--- config.mk ---
export PLATFORM = sky130hd
export DESIGN_NAME = main_adc_round_robin_sequencer
export DESIGN_NICKNAME = d
export VERILOG_FILES = /design/src/main_adc_pkg.sv /design/src/lpf_if.sv /design/src/sense_lowpass_filter.sv /design/src/main_adc_round_robin_sequencer.sv
export VERILOG_INCLUDE_DIRS = /design/src
export SDC_FILE = /design/constraint.sdc
export NUM_CORES = 2
export LEC_CHECK = 0
export CORE_MARGIN = 2
export CORE_UTILIZATION = 60
export DETAILED_ROUTE_END_ITERATION = 8
export DONT_BUFFER_PORTS = 1
export MAX_ROUTING_LAYER = met4
export PLACE_DENSITY_LB_ADDON = 0.2
export SLEW_MARGIN = 10
export SYNTH_ARGS = -nofsm -noshare
export SYNTH_HDL_FRONTEND = slang
export SYNTH_SLANG_ARGS = --single-unit
--- constraint.sdc ---
create_clock -name clk -period 38.1 [get_ports clk]
set_clock_uncertainty 0.2 [all_clocks]
set_input_delay 7.62 -clock clk [delete_from_list [all_inputs] [get_ports clk]]
set_output_delay 7.62 -clock clk [all_outputs]
set_load 0.03 [all_outputs]
--- src/main_adc_defs.svh ---
// Purpose: shared constants of the main converter sequencer
// Assumes: one clock at 250 MHz
// Notes:   slot map and timing counts live here as macros
`ifndef MAIN_ADC_DEFS_SVH
`define MAIN_ADC_DEFS_SVH

`define CLK_PERIOD_PS     4000
`define SLOT_TIME_NS      8000
`define PASS_TIME_NS      192000
`define SLOT_CYCLES       ((`SLOT_TIME_NS * 1000) / `CLK_PERIOD_PS)
`define DELAY_STEP_NS     1000
`define DELAY_STEP_CYCLES ((`DELAY_STEP_NS * 1000) / `CLK_PERIOD_PS)

`define NUM_SLOTS         24
`define SLOT_DIE_TEMP     5'h00
`define SLOT_THERM_REF    5'h01
`define SLOT_SENSE_FIRST  5'h02
`define SLOT_SENSE_LAST   5'h11
`define SLOT_REDUNDANT    5'h12
`define SLOT_GPIO         5'h13
`define SLOT_LAST         5'h17
`define NUM_SENSE         16
`define NUM_GPIO          8
`define NUM_ENTRIES       27
`define ENTRY_GPIO_FIRST  5'h13
`define NUM_FILTERED      17

`define RESULT_DEFAULT    16'h8000
`define PASSES_FOR_READY  4'h8

`endif

--- src/main_adc_pkg.sv ---
// Purpose: types of the main converter sequencer
// Assumes: nothing
// Notes:   constants sit in main_adc_defs.svh
package main_adc_pkg;

  typedef enum logic [2:0] {
    SEQ_IDLE    = 3'b001,
    SEQ_DELAY   = 3'b010,
    SEQ_CONVERT = 3'b100
  } seq_state_t;

  typedef logic [15:0] sample_t;

endpackage : main_adc_pkg

--- src/lpf_if.sv ---
// Purpose: carries samples between sequencer and low-pass filter
// Assumes: one clock domain
// Notes:   result comes one cycle after sample
`timescale 1ns/1ps
interface lpf_if;
  import main_adc_pkg::*;
  logic       sampleValid;
  logic [4:0] sampleIndex;
  sample_t    sampleData;
  logic       restart;
  logic       filtEnSense;
  logic       filtEnRedundant;
  logic [2:0] shiftSense;
  logic [2:0] shiftRedundant;
  logic       resultValid;
  logic [4:0] resultIndex;
  sample_t    resultData;

  modport seq  (output sampleValid, sampleIndex, sampleData, restart, filtEnSense,
                filtEnRedundant, shiftSense, shiftRedundant,
                input resultValid, resultIndex, resultData);
  modport filt (input sampleValid, sampleIndex, sampleData, restart, filtEnSense,
                filtEnRedundant, shiftSense, shiftRedundant,
                output resultValid, resultIndex, resultData);
endinterface : lpf_if

--- src/sense_lowpass_filter.sv ---
// Purpose: single-pole low-pass per sense channel and on the redundant slot, pass-through otherwise
// Assumes: shift code 0..6 gives coefficient 1/2 .. 1/128
// Notes:   first sample after restart loads the state directly
`timescale 1ns/1ps
`include "main_adc_defs.svh"
module sense_lowpass_filter
  import main_adc_pkg::*;
(
  input  wire logic clk,    // core clock
  input  wire logic reset,  // async reset, active high
  lpf_if.filt       lp      // sample in, result out
);

  sample_t                   acc      [`NUM_FILTERED];
  sample_t                   next_acc [`NUM_FILTERED];
  logic [`NUM_FILTERED-1:0]  primed;
  logic [`NUM_FILTERED-1:0]  next_primed;
  logic                      next_valid;
  logic [4:0]                next_index;
  sample_t                   next_data;

  logic [4:0]  ch;
  logic        isFiltered;
  logic [2:0]  shiftSel;
  logic [16:0] diff;
  sample_t     step;

  always_comb begin
    ch         = lp.sampleIndex - `SLOT_SENSE_FIRST;
    isFiltered = 1'b0;
    shiftSel   = lp.shiftSense;
    if (lp.sampleIndex >= `SLOT_SENSE_FIRST && lp.sampleIndex <= `SLOT_SENSE_LAST) begin
      isFiltered = lp.filtEnSense;
    end else if (lp.sampleIndex == `SLOT_REDUNDANT) begin
      isFiltered = lp.filtEnRedundant;
      shiftSel   = lp.shiftRedundant;
    end
    diff = {lp.sampleData[15], lp.sampleData} - {acc[ch][15], acc[ch]};
    step = 16'(17'($signed(diff) >>> (shiftSel + 3'd1)));
    next_acc    = acc;
    next_primed = lp.restart ? '0 : primed;
    next_valid  = lp.sampleValid;
    next_index  = lp.sampleIndex;
    next_data   = lp.sampleData;
    if (lp.sampleValid && isFiltered) begin
      if (!primed[ch]) begin
        next_acc[ch] = lp.sampleData;  // jump to first value, fast settling
      end else begin
        next_acc[ch] = acc[ch] + step;
      end
      next_primed[ch] = 1'b1;
      next_data       = next_acc[ch];
    end
  end

  always_ff @(posedge clk or posedge reset) begin
    if (reset) begin
      for (int i = 0; i < `NUM_FILTERED; i++) acc[i] <= 16'h0000;
      primed         <= '0;
      lp.resultValid <= 1'b0;
      lp.resultIndex <= 5'h00;
      lp.resultData  <= 16'h0000;
    end else begin
      acc            <= next_acc;
      primed         <= next_primed;
      lp.resultValid <= next_valid;
      lp.resultIndex <= next_index;
      lp.resultData  <= next_data;
    end
  end
endmodule : sense_lowpass_filter

--- src/main_adc_round_robin_sequencer.sv ---
// Purpose: round-robin sequencer and result byte pairs of the main converter
// Assumes: all inputs come from logic on clk
// Notes:   results read by index, one byte per strobe
`timescale 1ns/1ps
`include "main_adc_defs.svh"
module main_adc_round_robin_sequencer
  import main_adc_pkg::*;
(
  input  wire logic        clk,             // core clock, 250 MHz
  input  wire logic        reset,           // async reset, active high
  input  wire logic        hwReset,         // host hardware reset request, level
  input  wire logic        powerActive,     // high in active power mode
  input  wire logic        mainEnable,      // main converter enable
  input  wire logic        goCmd,           // conversion go, one-cycle pulse
  input  wire logic [7:0]  gpioActiveMask,  // one bit per gpio input
  input  wire logic        filtEnSense,     // low-pass on sense slots
  input  wire logic        filtEnRedundant, // low-pass on redundant current slot
  input  wire logic [2:0]  shiftSense,      // sense filter coefficient code
  input  wire logic [2:0]  shiftRedundant,  // redundant filter coefficient code
  input  wire logic [5:0]  startDelay,      // start delay in 1 us steps
  input  wire logic        adcDone,         // conversion complete, pulse
  input  wire sample_t     adcData,         // conversion result, signed
  input  wire logic        rdStrobe,        // result byte read, pulse
  input  wire logic [4:0]  rdIndex,         // result entry index
  input  wire logic        rdHigh,          // 1 high byte, 0 low byte
  output logic [7:0]       rdData,          // read byte, next cycle
  output logic             convStart,       // slot conversion start, pulse
  output logic [4:0]       muxSlot,         // slot on the input multiplexer
  output logic [2:0]       gpioSel,         // gpio on the shared slot
  output logic             running,         // sequencer running
  output logic             resultsReady     // eight passes done
);

  localparam logic [15:0] SLOT_END = 16'(`SLOT_CYCLES - 1);

  lpf_if lp ();

  sense_lowpass_filter u_filter (
    .clk   (clk),
    .reset (reset),
    .lp    (lp)
  );

  // ---------------- sequencer ----------------
  seq_state_t  state, next_state;
  logic [4:0]  slot, next_slot;
  logic [15:0] cnt, next_cnt;
  logic [3:0]  passCnt, next_passCnt;
  logic [2:0]  gpioPtr, next_gpioPtr;
  logic [7:0]  cfgMask, next_cfgMask;
  logic        cfgFs, next_cfgFs, cfgFr, next_cfgFr;
  logic [2:0]  cfgSs, next_cfgSs, cfgSr, next_cfgSr;
  logic        next_convStart, next_running, next_resultsReady;
  logic        goTaken, loadDefaults, slotUsed, wrap, slotEnd;

  function automatic logic used(input logic [4:0] s, input logic [2:0] p,
                                input logic [7:0] m);
    if (s > `SLOT_GPIO) return 1'b0;  // spares are skipped
    if (s == `SLOT_GPIO) return m[p];
    return 1'b1;
  endfunction : used

  always_comb begin
    goTaken        = goCmd && mainEnable && powerActive;
    loadDefaults   = goTaken || hwReset;
    slotUsed       = used(slot, gpioPtr, cfgMask);
    slotEnd        = state == SEQ_CONVERT && cnt == SLOT_END;
    wrap           = slotEnd && slot == `SLOT_LAST;
    next_state     = state;
    next_slot      = slot;
    next_cnt       = cnt;
    next_passCnt   = passCnt;
    next_gpioPtr   = gpioPtr;
    next_cfgMask   = cfgMask;
    next_cfgFs     = cfgFs;
    next_cfgFr     = cfgFr;
    next_cfgSs     = cfgSs;
    next_cfgSr     = cfgSr;
    next_convStart = 1'b0;
    next_resultsReady = resultsReady;
    case (state)
      SEQ_DELAY: begin
        if (cnt == 16'h0000) begin
          next_state     = SEQ_CONVERT;
          next_slot      = `SLOT_DIE_TEMP;
          next_convStart = 1'b1;
        end else begin
          next_cnt = cnt - 16'h0001;
        end
      end
      SEQ_CONVERT: begin
        if (slotEnd) begin
          next_cnt  = 16'h0000;
          next_slot = wrap ? `SLOT_DIE_TEMP : slot + 5'h01;
          if (wrap) begin
            next_gpioPtr = gpioPtr + 3'h1;
            if (passCnt != `PASSES_FOR_READY) next_passCnt = passCnt + 4'h1;
          end
          next_convStart = used(next_slot, next_gpioPtr, cfgMask);
        end else begin
          next_cnt = cnt + 16'h0001;
        end
        if (next_passCnt == `PASSES_FOR_READY) next_resultsReady = 1'b1;
      end
      SEQ_IDLE: begin
      end
      default: next_state = SEQ_IDLE;
    endcase
    if (goTaken) begin
      next_state   = SEQ_DELAY;
      next_cnt     = 16'(startDelay * `DELAY_STEP_CYCLES);
      next_slot    = `SLOT_DIE_TEMP;
      next_passCnt = 4'h0;
      next_gpioPtr = 3'h0;
      next_cfgMask = gpioActiveMask;
      next_cfgFs   = filtEnSense;
      next_cfgFr   = filtEnRedundant;
      next_cfgSs   = shiftSense;
      next_cfgSr   = shiftRedundant;
      next_convStart    = 1'b0;
      next_resultsReady = 1'b0;
    end
    if (!mainEnable || !powerActive || hwReset) begin
      next_state     = SEQ_IDLE;
      next_convStart = 1'b0;
    end
    if (hwReset) begin
      next_slot    = 5'h00;
      next_cnt     = 16'h0000;
      next_passCnt = 4'h0;
      next_gpioPtr = 3'h0;
      next_cfgMask = 8'h00;
      next_cfgFs   = 1'b0;
      next_cfgFr   = 1'b0;
      next_cfgSs   = 3'h0;
      next_cfgSr   = 3'h0;
      next_resultsReady = 1'b0;
    end
    next_running = next_state != SEQ_IDLE;
  end

  always_ff @(posedge clk or posedge reset) begin
    if (reset) begin
      state        <= SEQ_IDLE;
      slot         <= 5'h00;
      cnt          <= 16'h0000;
      passCnt      <= 4'h0;
      gpioPtr      <= 3'h0;
      cfgMask      <= 8'h00;
      cfgFs        <= 1'b0;
      cfgFr        <= 1'b0;
      cfgSs        <= 3'h0;
      cfgSr        <= 3'h0;
      convStart    <= 1'b0;
      running      <= 1'b0;
      resultsReady <= 1'b0;
      muxSlot      <= 5'h00;
      gpioSel      <= 3'h0;
    end else begin
      state        <= next_state;
      slot         <= next_slot;
      cnt          <= next_cnt;
      passCnt      <= next_passCnt;
      gpioPtr      <= next_gpioPtr;
      cfgMask      <= next_cfgMask;
      cfgFs        <= next_cfgFs;
      cfgFr        <= next_cfgFr;
      cfgSs        <= next_cfgSs;
      cfgSr        <= next_cfgSr;
      convStart    <= next_convStart;
      running      <= next_running;
      resultsReady <= next_resultsReady;
      muxSlot      <= next_slot;
      gpioSel      <= next_gpioPtr;
    end
  end

  // samples of spare or inactive slots never reach the filter
  always_comb begin
    lp.sampleValid     = adcDone && state == SEQ_CONVERT && slotUsed && !loadDefaults;
    lp.sampleIndex     = (slot == `SLOT_GPIO) ? `ENTRY_GPIO_FIRST + 5'(gpioPtr) : slot;
    lp.sampleData      = adcData;
    lp.restart         = loadDefaults;
    lp.filtEnSense     = cfgFs;
    lp.filtEnRedundant = cfgFr;
    lp.shiftSense      = cfgSs;
    lp.shiftRedundant  = cfgSr;
  end

  // ---------------- result pairs ----------------
  logic [7:0]              hiByte      [`NUM_ENTRIES];
  logic [7:0]              loByte      [`NUM_ENTRIES];
  logic [7:0]              next_hiByte [`NUM_ENTRIES];
  logic [7:0]              next_loByte [`NUM_ENTRIES];
  logic [`NUM_ENTRIES-1:0] frozen, next_frozen;
  logic [7:0]              next_rdData;
  logic                    rdOk;

  always_comb begin
    next_hiByte = hiByte;
    next_loByte = loByte;
    next_frozen = frozen;
    next_rdData = rdData;
    rdOk        = rdStrobe && rdIndex < 5'(`NUM_ENTRIES);
    if (loadDefaults) begin
      for (int i = 0; i < `NUM_ENTRIES; i++) begin
        next_hiByte[i] = 8'(`RESULT_DEFAULT >> 8);
        next_loByte[i] = 8'(`RESULT_DEFAULT);
      end
      next_frozen = '0;
    end else begin
      if (lp.resultValid) begin
        next_hiByte[lp.resultIndex] = lp.resultData[15:8];
        // high byte just read or still pending keeps its low partner
        if (!frozen[lp.resultIndex] && !(rdOk && rdHigh && rdIndex == lp.resultIndex))
          next_loByte[lp.resultIndex] = lp.resultData[7:0];
      end
      if (rdOk) begin
        next_frozen[rdIndex] = rdHigh;
      end
    end
    if (rdOk) next_rdData = rdHigh ? hiByte[rdIndex] : loByte[rdIndex];
    else if (rdStrobe) next_rdData = 8'h00;
  end

  always_ff @(posedge clk or posedge reset) begin
    if (reset) begin
      for (int i = 0; i < `NUM_ENTRIES; i++) begin
        hiByte[i] <= 8'(`RESULT_DEFAULT >> 8);
        loByte[i] <= 8'(`RESULT_DEFAULT);
      end
      frozen <= '0;
      rdData <= 8'h00;
    end else begin
      hiByte <= next_hiByte;
      loByte <= next_loByte;
      frozen <= next_frozen;
      rdData <= next_rdData;
    end
  end
endmodule : main_adc_round_robin_sequencer

======== Yosys cells after proc, flatten, opt, wreduce, memory -nomap -nowiden ========
Cells that the tools add are included.
storage, ports and cells
  register bits after elaboration ......... 828
  input bits .............................. 52
  output and inout port bits .............. 19
  logic and storage cells ................. 298
cells by class
  add/subtract/negate cells ............... 10
  multiply operators ...................... 1
  $lt $le $gt $ge ......................... 17
  equal/unequal tests ..................... 15
  shift-type cells ........................ 1
  mux-type cells .......................... 119
  bitwise operators ....................... 4
  reduce and logical (&&, ||, !) cells .... 41
operators with widths
  kind                number
  $mux 216            5
  $bwmux 272          2
  $mux 272            2
  $bwmux 216          2
  $bmux 16 s5         2
  $mux 16             10
  $bmux 8 s5          2
  $demux 16 s5        1
  $mux 8              10
  $mux 27             2
  $mux 3              16
  $demux 8 s5         1
  $mux 1              38
  $mux 17             2
  $pmux 16 s2         1
  $mux 5              6
  $mux 4              7
  $bwmux 27           1
  $eq 5x5->1 const B  4
  $ge 6x6->1 const B  3
  $lt 5x6->1 const B  3
  $not 5->6           3
  $logic_and 1x1->1   17
  $or 17x17->17       1
  41 further kinds    67

======== Depth between registers and ports, before layout ========
  depth after elaboration ................. 17
  depth in mapped cells ................... 46
  depth with buffers taken out ............ 37

======== By module ========
Synthesis repeated with hierarchy kept, for this count alone.
unflattened totals
  cells, all modules ...................... 4473
  area total of the unflattened synthesis .. 44234.9 µm²
by module, submodules not included
  module                          times used  cells an instance  area an instance (µm²)  seq. area each (µm²)
  main_adc_round_robin_sequencer  1           2819               27849.2                 12972.4
  sense_lowpass_filter            1           1654               16385.7                 7782.5

======== Worst setup path before layout ========
No wires, ideal clock.
  path kind ............................... input to register
  from .................................... input adcData[1]
  to ...................................... register u_filter.acc[15] in the netlist's numbering
  setup time .............................. 0.125 ns
  arrival time ............................ 12.369 ns
  required time ........................... 37.775 ns
  setup slack ............................. 25.406 ns
  stages on the path ...................... 20
  path buffers ............................ 0
  cells stage by stage .................... ha_1 > a21o_1 > o211ai_1 > a311oi_1 > o311ai_2 > nand3_1 > and2_1 > mux2i_1 > mux4_2 > ha_1 > a21oi_1 > maj3_2 > maj3_2 > maj3_2 > o31ai_4 > a31oi_2 > o31ai_4 > mux2i_2 > nand2_1 > mux2_2
between the ends
  cells in the longest elaborated chain, start to end .. 6
RTL lines
  item                  RTL line                              source
  from (decl)           main_adc_round_robin_sequencer.sv:22  input wire sample_t adcData,
  $sub 16x16->17        sense_lowpass_filter.sv:38            diff = {lp.sampleData[15], lp.sampleData} - {acc[ch][15], acc[ch]};
  $sshr 17x3->16        sense_lowpass_filter.sv:39            step = 16'(17'($signed(diff) >>> (shiftSel + 3'd1)));
  $add 16x16->16        sense_lowpass_filter.sv:49            next_acc[ch] = acc[ch] + step;
  $bwmux 272            sense_lowpass_filter.sv:49
  $mux 272              sense_lowpass_filter.sv:46            if (!primed[ch]) begin
  $mux 272              sense_lowpass_filter.sv:45            if (lp.sampleValid && isFiltered) begin
  to (signal assigned)  sense_lowpass_filter.sv:64            acc <= next_acc;
  to (decl)             sense_lowpass_filter.sv:14            sample_t acc [`NUM_FILTERED];
Every way passes these cells. The select of a mux whose other input is x is not followed.
A chain may end at the register's enable or synchronous reset.

======== Final worst setup path ========
  from .................................... input adcData[0]
  to ...................................... register u_filter.lp.resultData[8]
between the ends
  cells in the longest elaborated chain, start to end .. 10
RTL lines
  item                                         RTL line                    source
  $sub 16x16->17                               sense_lowpass_filter.sv:38
  $sshr 17x3->16                               sense_lowpass_filter.sv:39
  $add 16x16->16                               sense_lowpass_filter.sv:49
  $bwmux 272                                   sense_lowpass_filter.sv:49
  $mux 272                                     sense_lowpass_filter.sv:46
  $mux 272                                     sense_lowpass_filter.sv:45
  $bmux 16 s5                                  sense_lowpass_filter.sv:52  next_data = next_acc[ch];
  $mux 16 (implied by the code) (2 in series)  sense_lowpass_filter.sv:52
  $mux 16                                      sense_lowpass_filter.sv:45
  via u_filter.next_data[8]                    sense_lowpass_filter.sv:20  sample_t next_data;
  to (signal assigned)                         sense_lowpass_filter.sv:68  lp.resultData <= next_data;
  to (decl)                                    lpf_if.sv:24                output resultValid, resultIndex, resultData);
The timed path passes the listed nets, and every way through them passes these cells. The select of a mux whose other input is x is not followed.

==> summary.md <==
| Metric | Value |
|---|---|
| Status | complete, no violations |
| First-pass DRT Iterations | 8 |
| Post-synthesis compound-gate area fraction | 12.9% |
| WP data required | 38.43 ns |
| PortBufs | 0 |
| # setup viols final | 0 |
| Post-CTS Hold Buffers | 0 |
| CTS tree | yes |
| Via count | 34,532 |
| Fraction of the mapped netlist area in adder cells | under 10% |
| Commonest cells in the synthesized netlist | 800 x dfrtp_1, 795 x nand2_1, 551 x nor2_1 |
| Relative slew slack | ~7.5% |
| Comb pwr share | roughly 6.8% |
| Synthesized area | roughly 44,000 um^2 |
| Crit end category | flop |
| Final HPWL from detailed placement | 76,800 um |
| Die width | 276 um |
| Slew @ Worst Pin | about 1.3 ns |
| Met3 Track Usage GR | about 3.9% |
| Register area share after synthesis | between 40% and 50% |
| CP arrival | around 13 ns |
| Post-synthesis simple-gate area fraction | 15.9% |
| Vias/cell | roughly 6.3 |
| Die Height | around 280 um |
| DP Worst Slack | 24.69 ns |
| Syn Area/Cell | about 9.6 um^2 |
| Setup TNS | 0 ns |
| Drt total wl | about 120,000 um |
| Async SR Flop Fraction | 100% |
| Mapped Cells | approximately 4,600 |
| Largest net degree at the start of global routing | around 200 |
| Critical path buffers and inverters | 3 |
| Clk sinks | a little over 800 |
| F_max | ~0.08 GHz |
| Top Usage Layer GRT | met2 |
| Top-count cell post-synth | dfrtp_1 |
| Distinct cell type count after synthesis | around 100 |
| Slowest cell on crit path | mux2i_2 |
| Area Growth Syn to Fin | 8.20% |
| All-Layer GR Usage | 34.0% |
| # diodes | 0 |
| Share of power burned in registers | between 40% and 50% |
| Cell row count | between 90 and 100 |
| Top FF cell, synth | dfrtp_1 |
| CTS H-Tree Depth | 3 |
| Minimum clock period after layout | 12.83 ns |
| Final setup margin | 25.27 ns |
| Wire per inst | about 23 um |
| Num CTS Buffers | a little under 90 |
| Fin. Hold Viols | 0 |
| Clock root cell | clkbuf_16 |
| Longest Clk Path Bufs | 3 |
| Number of max-slew violations in the final report | 0 |
| Post-synth EDFFs | 0 |
| First-pass GRT wire length | between 150,000 and 200,000 um |
| Synth Warn # | 0 |
| Crit-path cells | inv_1 > ha_1 > inv_1 > a21o_1 > o211ai_1 > a311oi_1 > o311a_1 > o21ai_0 > and2_1 > mux2i_1 > mux4_2 > ha_1 > fa_1 > inv_1 > maj3_1 > maj3_1 > nor2_1 > a2111oi_4 > nor2_1 > xor2_1 > mux2i_2 > o21ai_0 > a22o_1 |
| I/O pin total | 71 |
| Post-Syn Nets | 4,753 |
| Maxcap violations | 0 |
| Placed insts | roughly 5,300 |
| Class of the tightest hold or removal check | flop to flop |
| Overall power | roughly 2.0 mW |
| Post_cts resized | 0 |
| # DRC | 0 |
| Crit Path Class | input pin to flop |
| Synth area leader | dfrtp_1 |
| Starting density of the core | approximately 61% |
| Largest family of logic cells by synthesized area | multiplexers |
| Core ar. | 73,000 um^2 |
| Synthesis-stage register bit count | between 800 and 900 |
| Worst skew pair latency | ~0.65 ns |
| Detail Route Antenna Nets | 0 |
| Min Hold Slack | between 0.2 and 0.3 ns |
| Area contributors post-synth | dfrtp_1 45%, mux2i_1 9.1%, nand2_1 6.7% |
| Area share of the largest cell type after synthesis | 45.3% |
| RSZ-0062 raised after global routing | false |
| Layout Cells excl Fill | 5,468 |
| Clock power share | about 47% |
| Final Cycle Share | approximately a third |
| Crit-path max cell delay | 0.70 ns |
| GR Util met1 | a little under half |
| Net count, final | roughly 4,600 |
| Number of global-route vias before repair | ~34,000 |
| Post-CTS Setup Bufs | 0 |
| Post-synthesis mux area share | between 10% and 20% |
| GP Congestion | between 0.9 and 1 |
| Die area | roughly 76,000 um^2 |
| P_int | between 1 and 1.5 mW |
| CP dominant cell by count | inv_1 |
| Crit path launch type | input pin |
| CP delay by family, top | compound AO/OA/AOI/OAI gates |
| Sw Ratio | 24.1% |
| Critical Path Fanout Max | 19 |
| GRT overflow | 0 |
| Met2 Use GR | a little over half |
| VDD IR max | 34.9 uV |
| Antenna violations before repair | 0 |
| Initial drt markers | around 3,400 |
| Switching power | 471 uW |
| Leak | around 20 nW |
| Layout cells sized above 1 | a little over a tenth |
| Worst-path clk slew | approximately 0.060 ns |
| XOR/XNOR share of the synthesized area | under 10% |
| PwrDens | between 40 and 50 nW/um^2 |
## worst paths after layout
kind / endpoint / cells after the start / slack, ns / from
setup / recovery: u_filter.lp.resultData[8] / 23 / 25.27 / adcData[0]
hold / removal: u_filter.acc[150] / 2 / 0.27 / u_filter.acc[150]
max in group asynchronous: u_filter.acc[63] / 3 / 28.51 / reset
hold reg to reg: u_filter.acc[150] / 2 / 0.27 / u_filter.acc[150]
setup reg to reg: u_filter.lp.resultData[8] / 36 / 26.76 / slot[0]
min in group asynchronous: running / 1 / 6.79 / reset
## through the flow
stage	util, %	instance area (um^2)
2_1_floorplan	-	44200
3_3_place_gp	61.3	44700
3_5_place_dp	61.3	44700
4_1_cts	65.6	47900
5_1_grt	65.6	47900
6_report	65.6	47900
## routing by layer
metal / share of wire [%] / wire length [um]
met5: 0 / 0
met4: 5.0 / 6170
met3: 6.5 / 8050
met2: 47 / 57900
met1: 41 / 51000
## kinds of logic after synthesis
kind of cell	Yosys count
XOR/XNOR	58
buffers and inverters	442
flip-flops	828
multiplexers	572
AO/OA/AOI/OAI	966
AND/OR/NAND/NOR	1683
adder cells (fa/ha/maj)	80
## flip-flops by register name (all words and copies together) (netlist names), 5 cells and up
name and count:
cnt 16, u_filter.lp.resultData 16, hiByte 216, u_filter.primed 17, slot 5, rdData 8
loByte 216, u_filter.lp.resultIndex 5, u_filter.acc 272, cfgMask 8, frozen 27
## power by group through the flow
stage	registers (mW)	clock network (mW)	logic [mW]
final	0.897	0.928	0.132
after global routing	0.897	0.973	0.147
after CTS	0.896	0.937	0.132
after detailed placement	0.912	0	0.132
after global placement	0.912	0	0.130
after floorplan	0.904	0	0.116
## cells in the final DEF (no fill, tap or decap), drive strengths merged, types with 21 or more instances in the layout
master / synthesis / routed
nand3: 143 / 143
xnor2: 47 / 47
o22ai: 21 / 21
inv: 84 / 89
a31oi: 42 / 42
nand2: 796 / 796
dfrtp: 800 / 800
clkbuf: 292 / 120
ha: 57 / 57
o21ai: 425 / 425
dfstp: 28 / 28
a21oi: 300 / 300
nor3: 40 / 40
o211ai: 22 / 22
nand2b: 23 / 23
buf: 65 / 75
mux2: 37 / 37
nor2: 552 / 552
mux2i: 407 / 407
mux4: 128 / 128
## cell type report
cell class	count	area (um^2)
clock buffers	120	2570
clock inverters	42	591
fillers	5792	25100
inverters	85	329
multi-input cells	3359	21800
flip-flops and latches	828	20800
well taps	959	1200
repair buffers	75	588
## worst register-to-register path: cells and delay by family, from the launching register on
| kind | cells | cell delay, ns |
|---|---|---|
| xor+xnor | 1 | 0.17 |
| fa+ha+maj | 7 | 2.29 |
| mux | 4 | 1.48 |
| buf+inv | 5 | 1.76 |
| flops | 1 | 0.85 |
| simple gates | 9 | 2.05 |
| compound gates | 10 | 2.41 |
No activity file was read; power rests on OpenSTA's default activity.
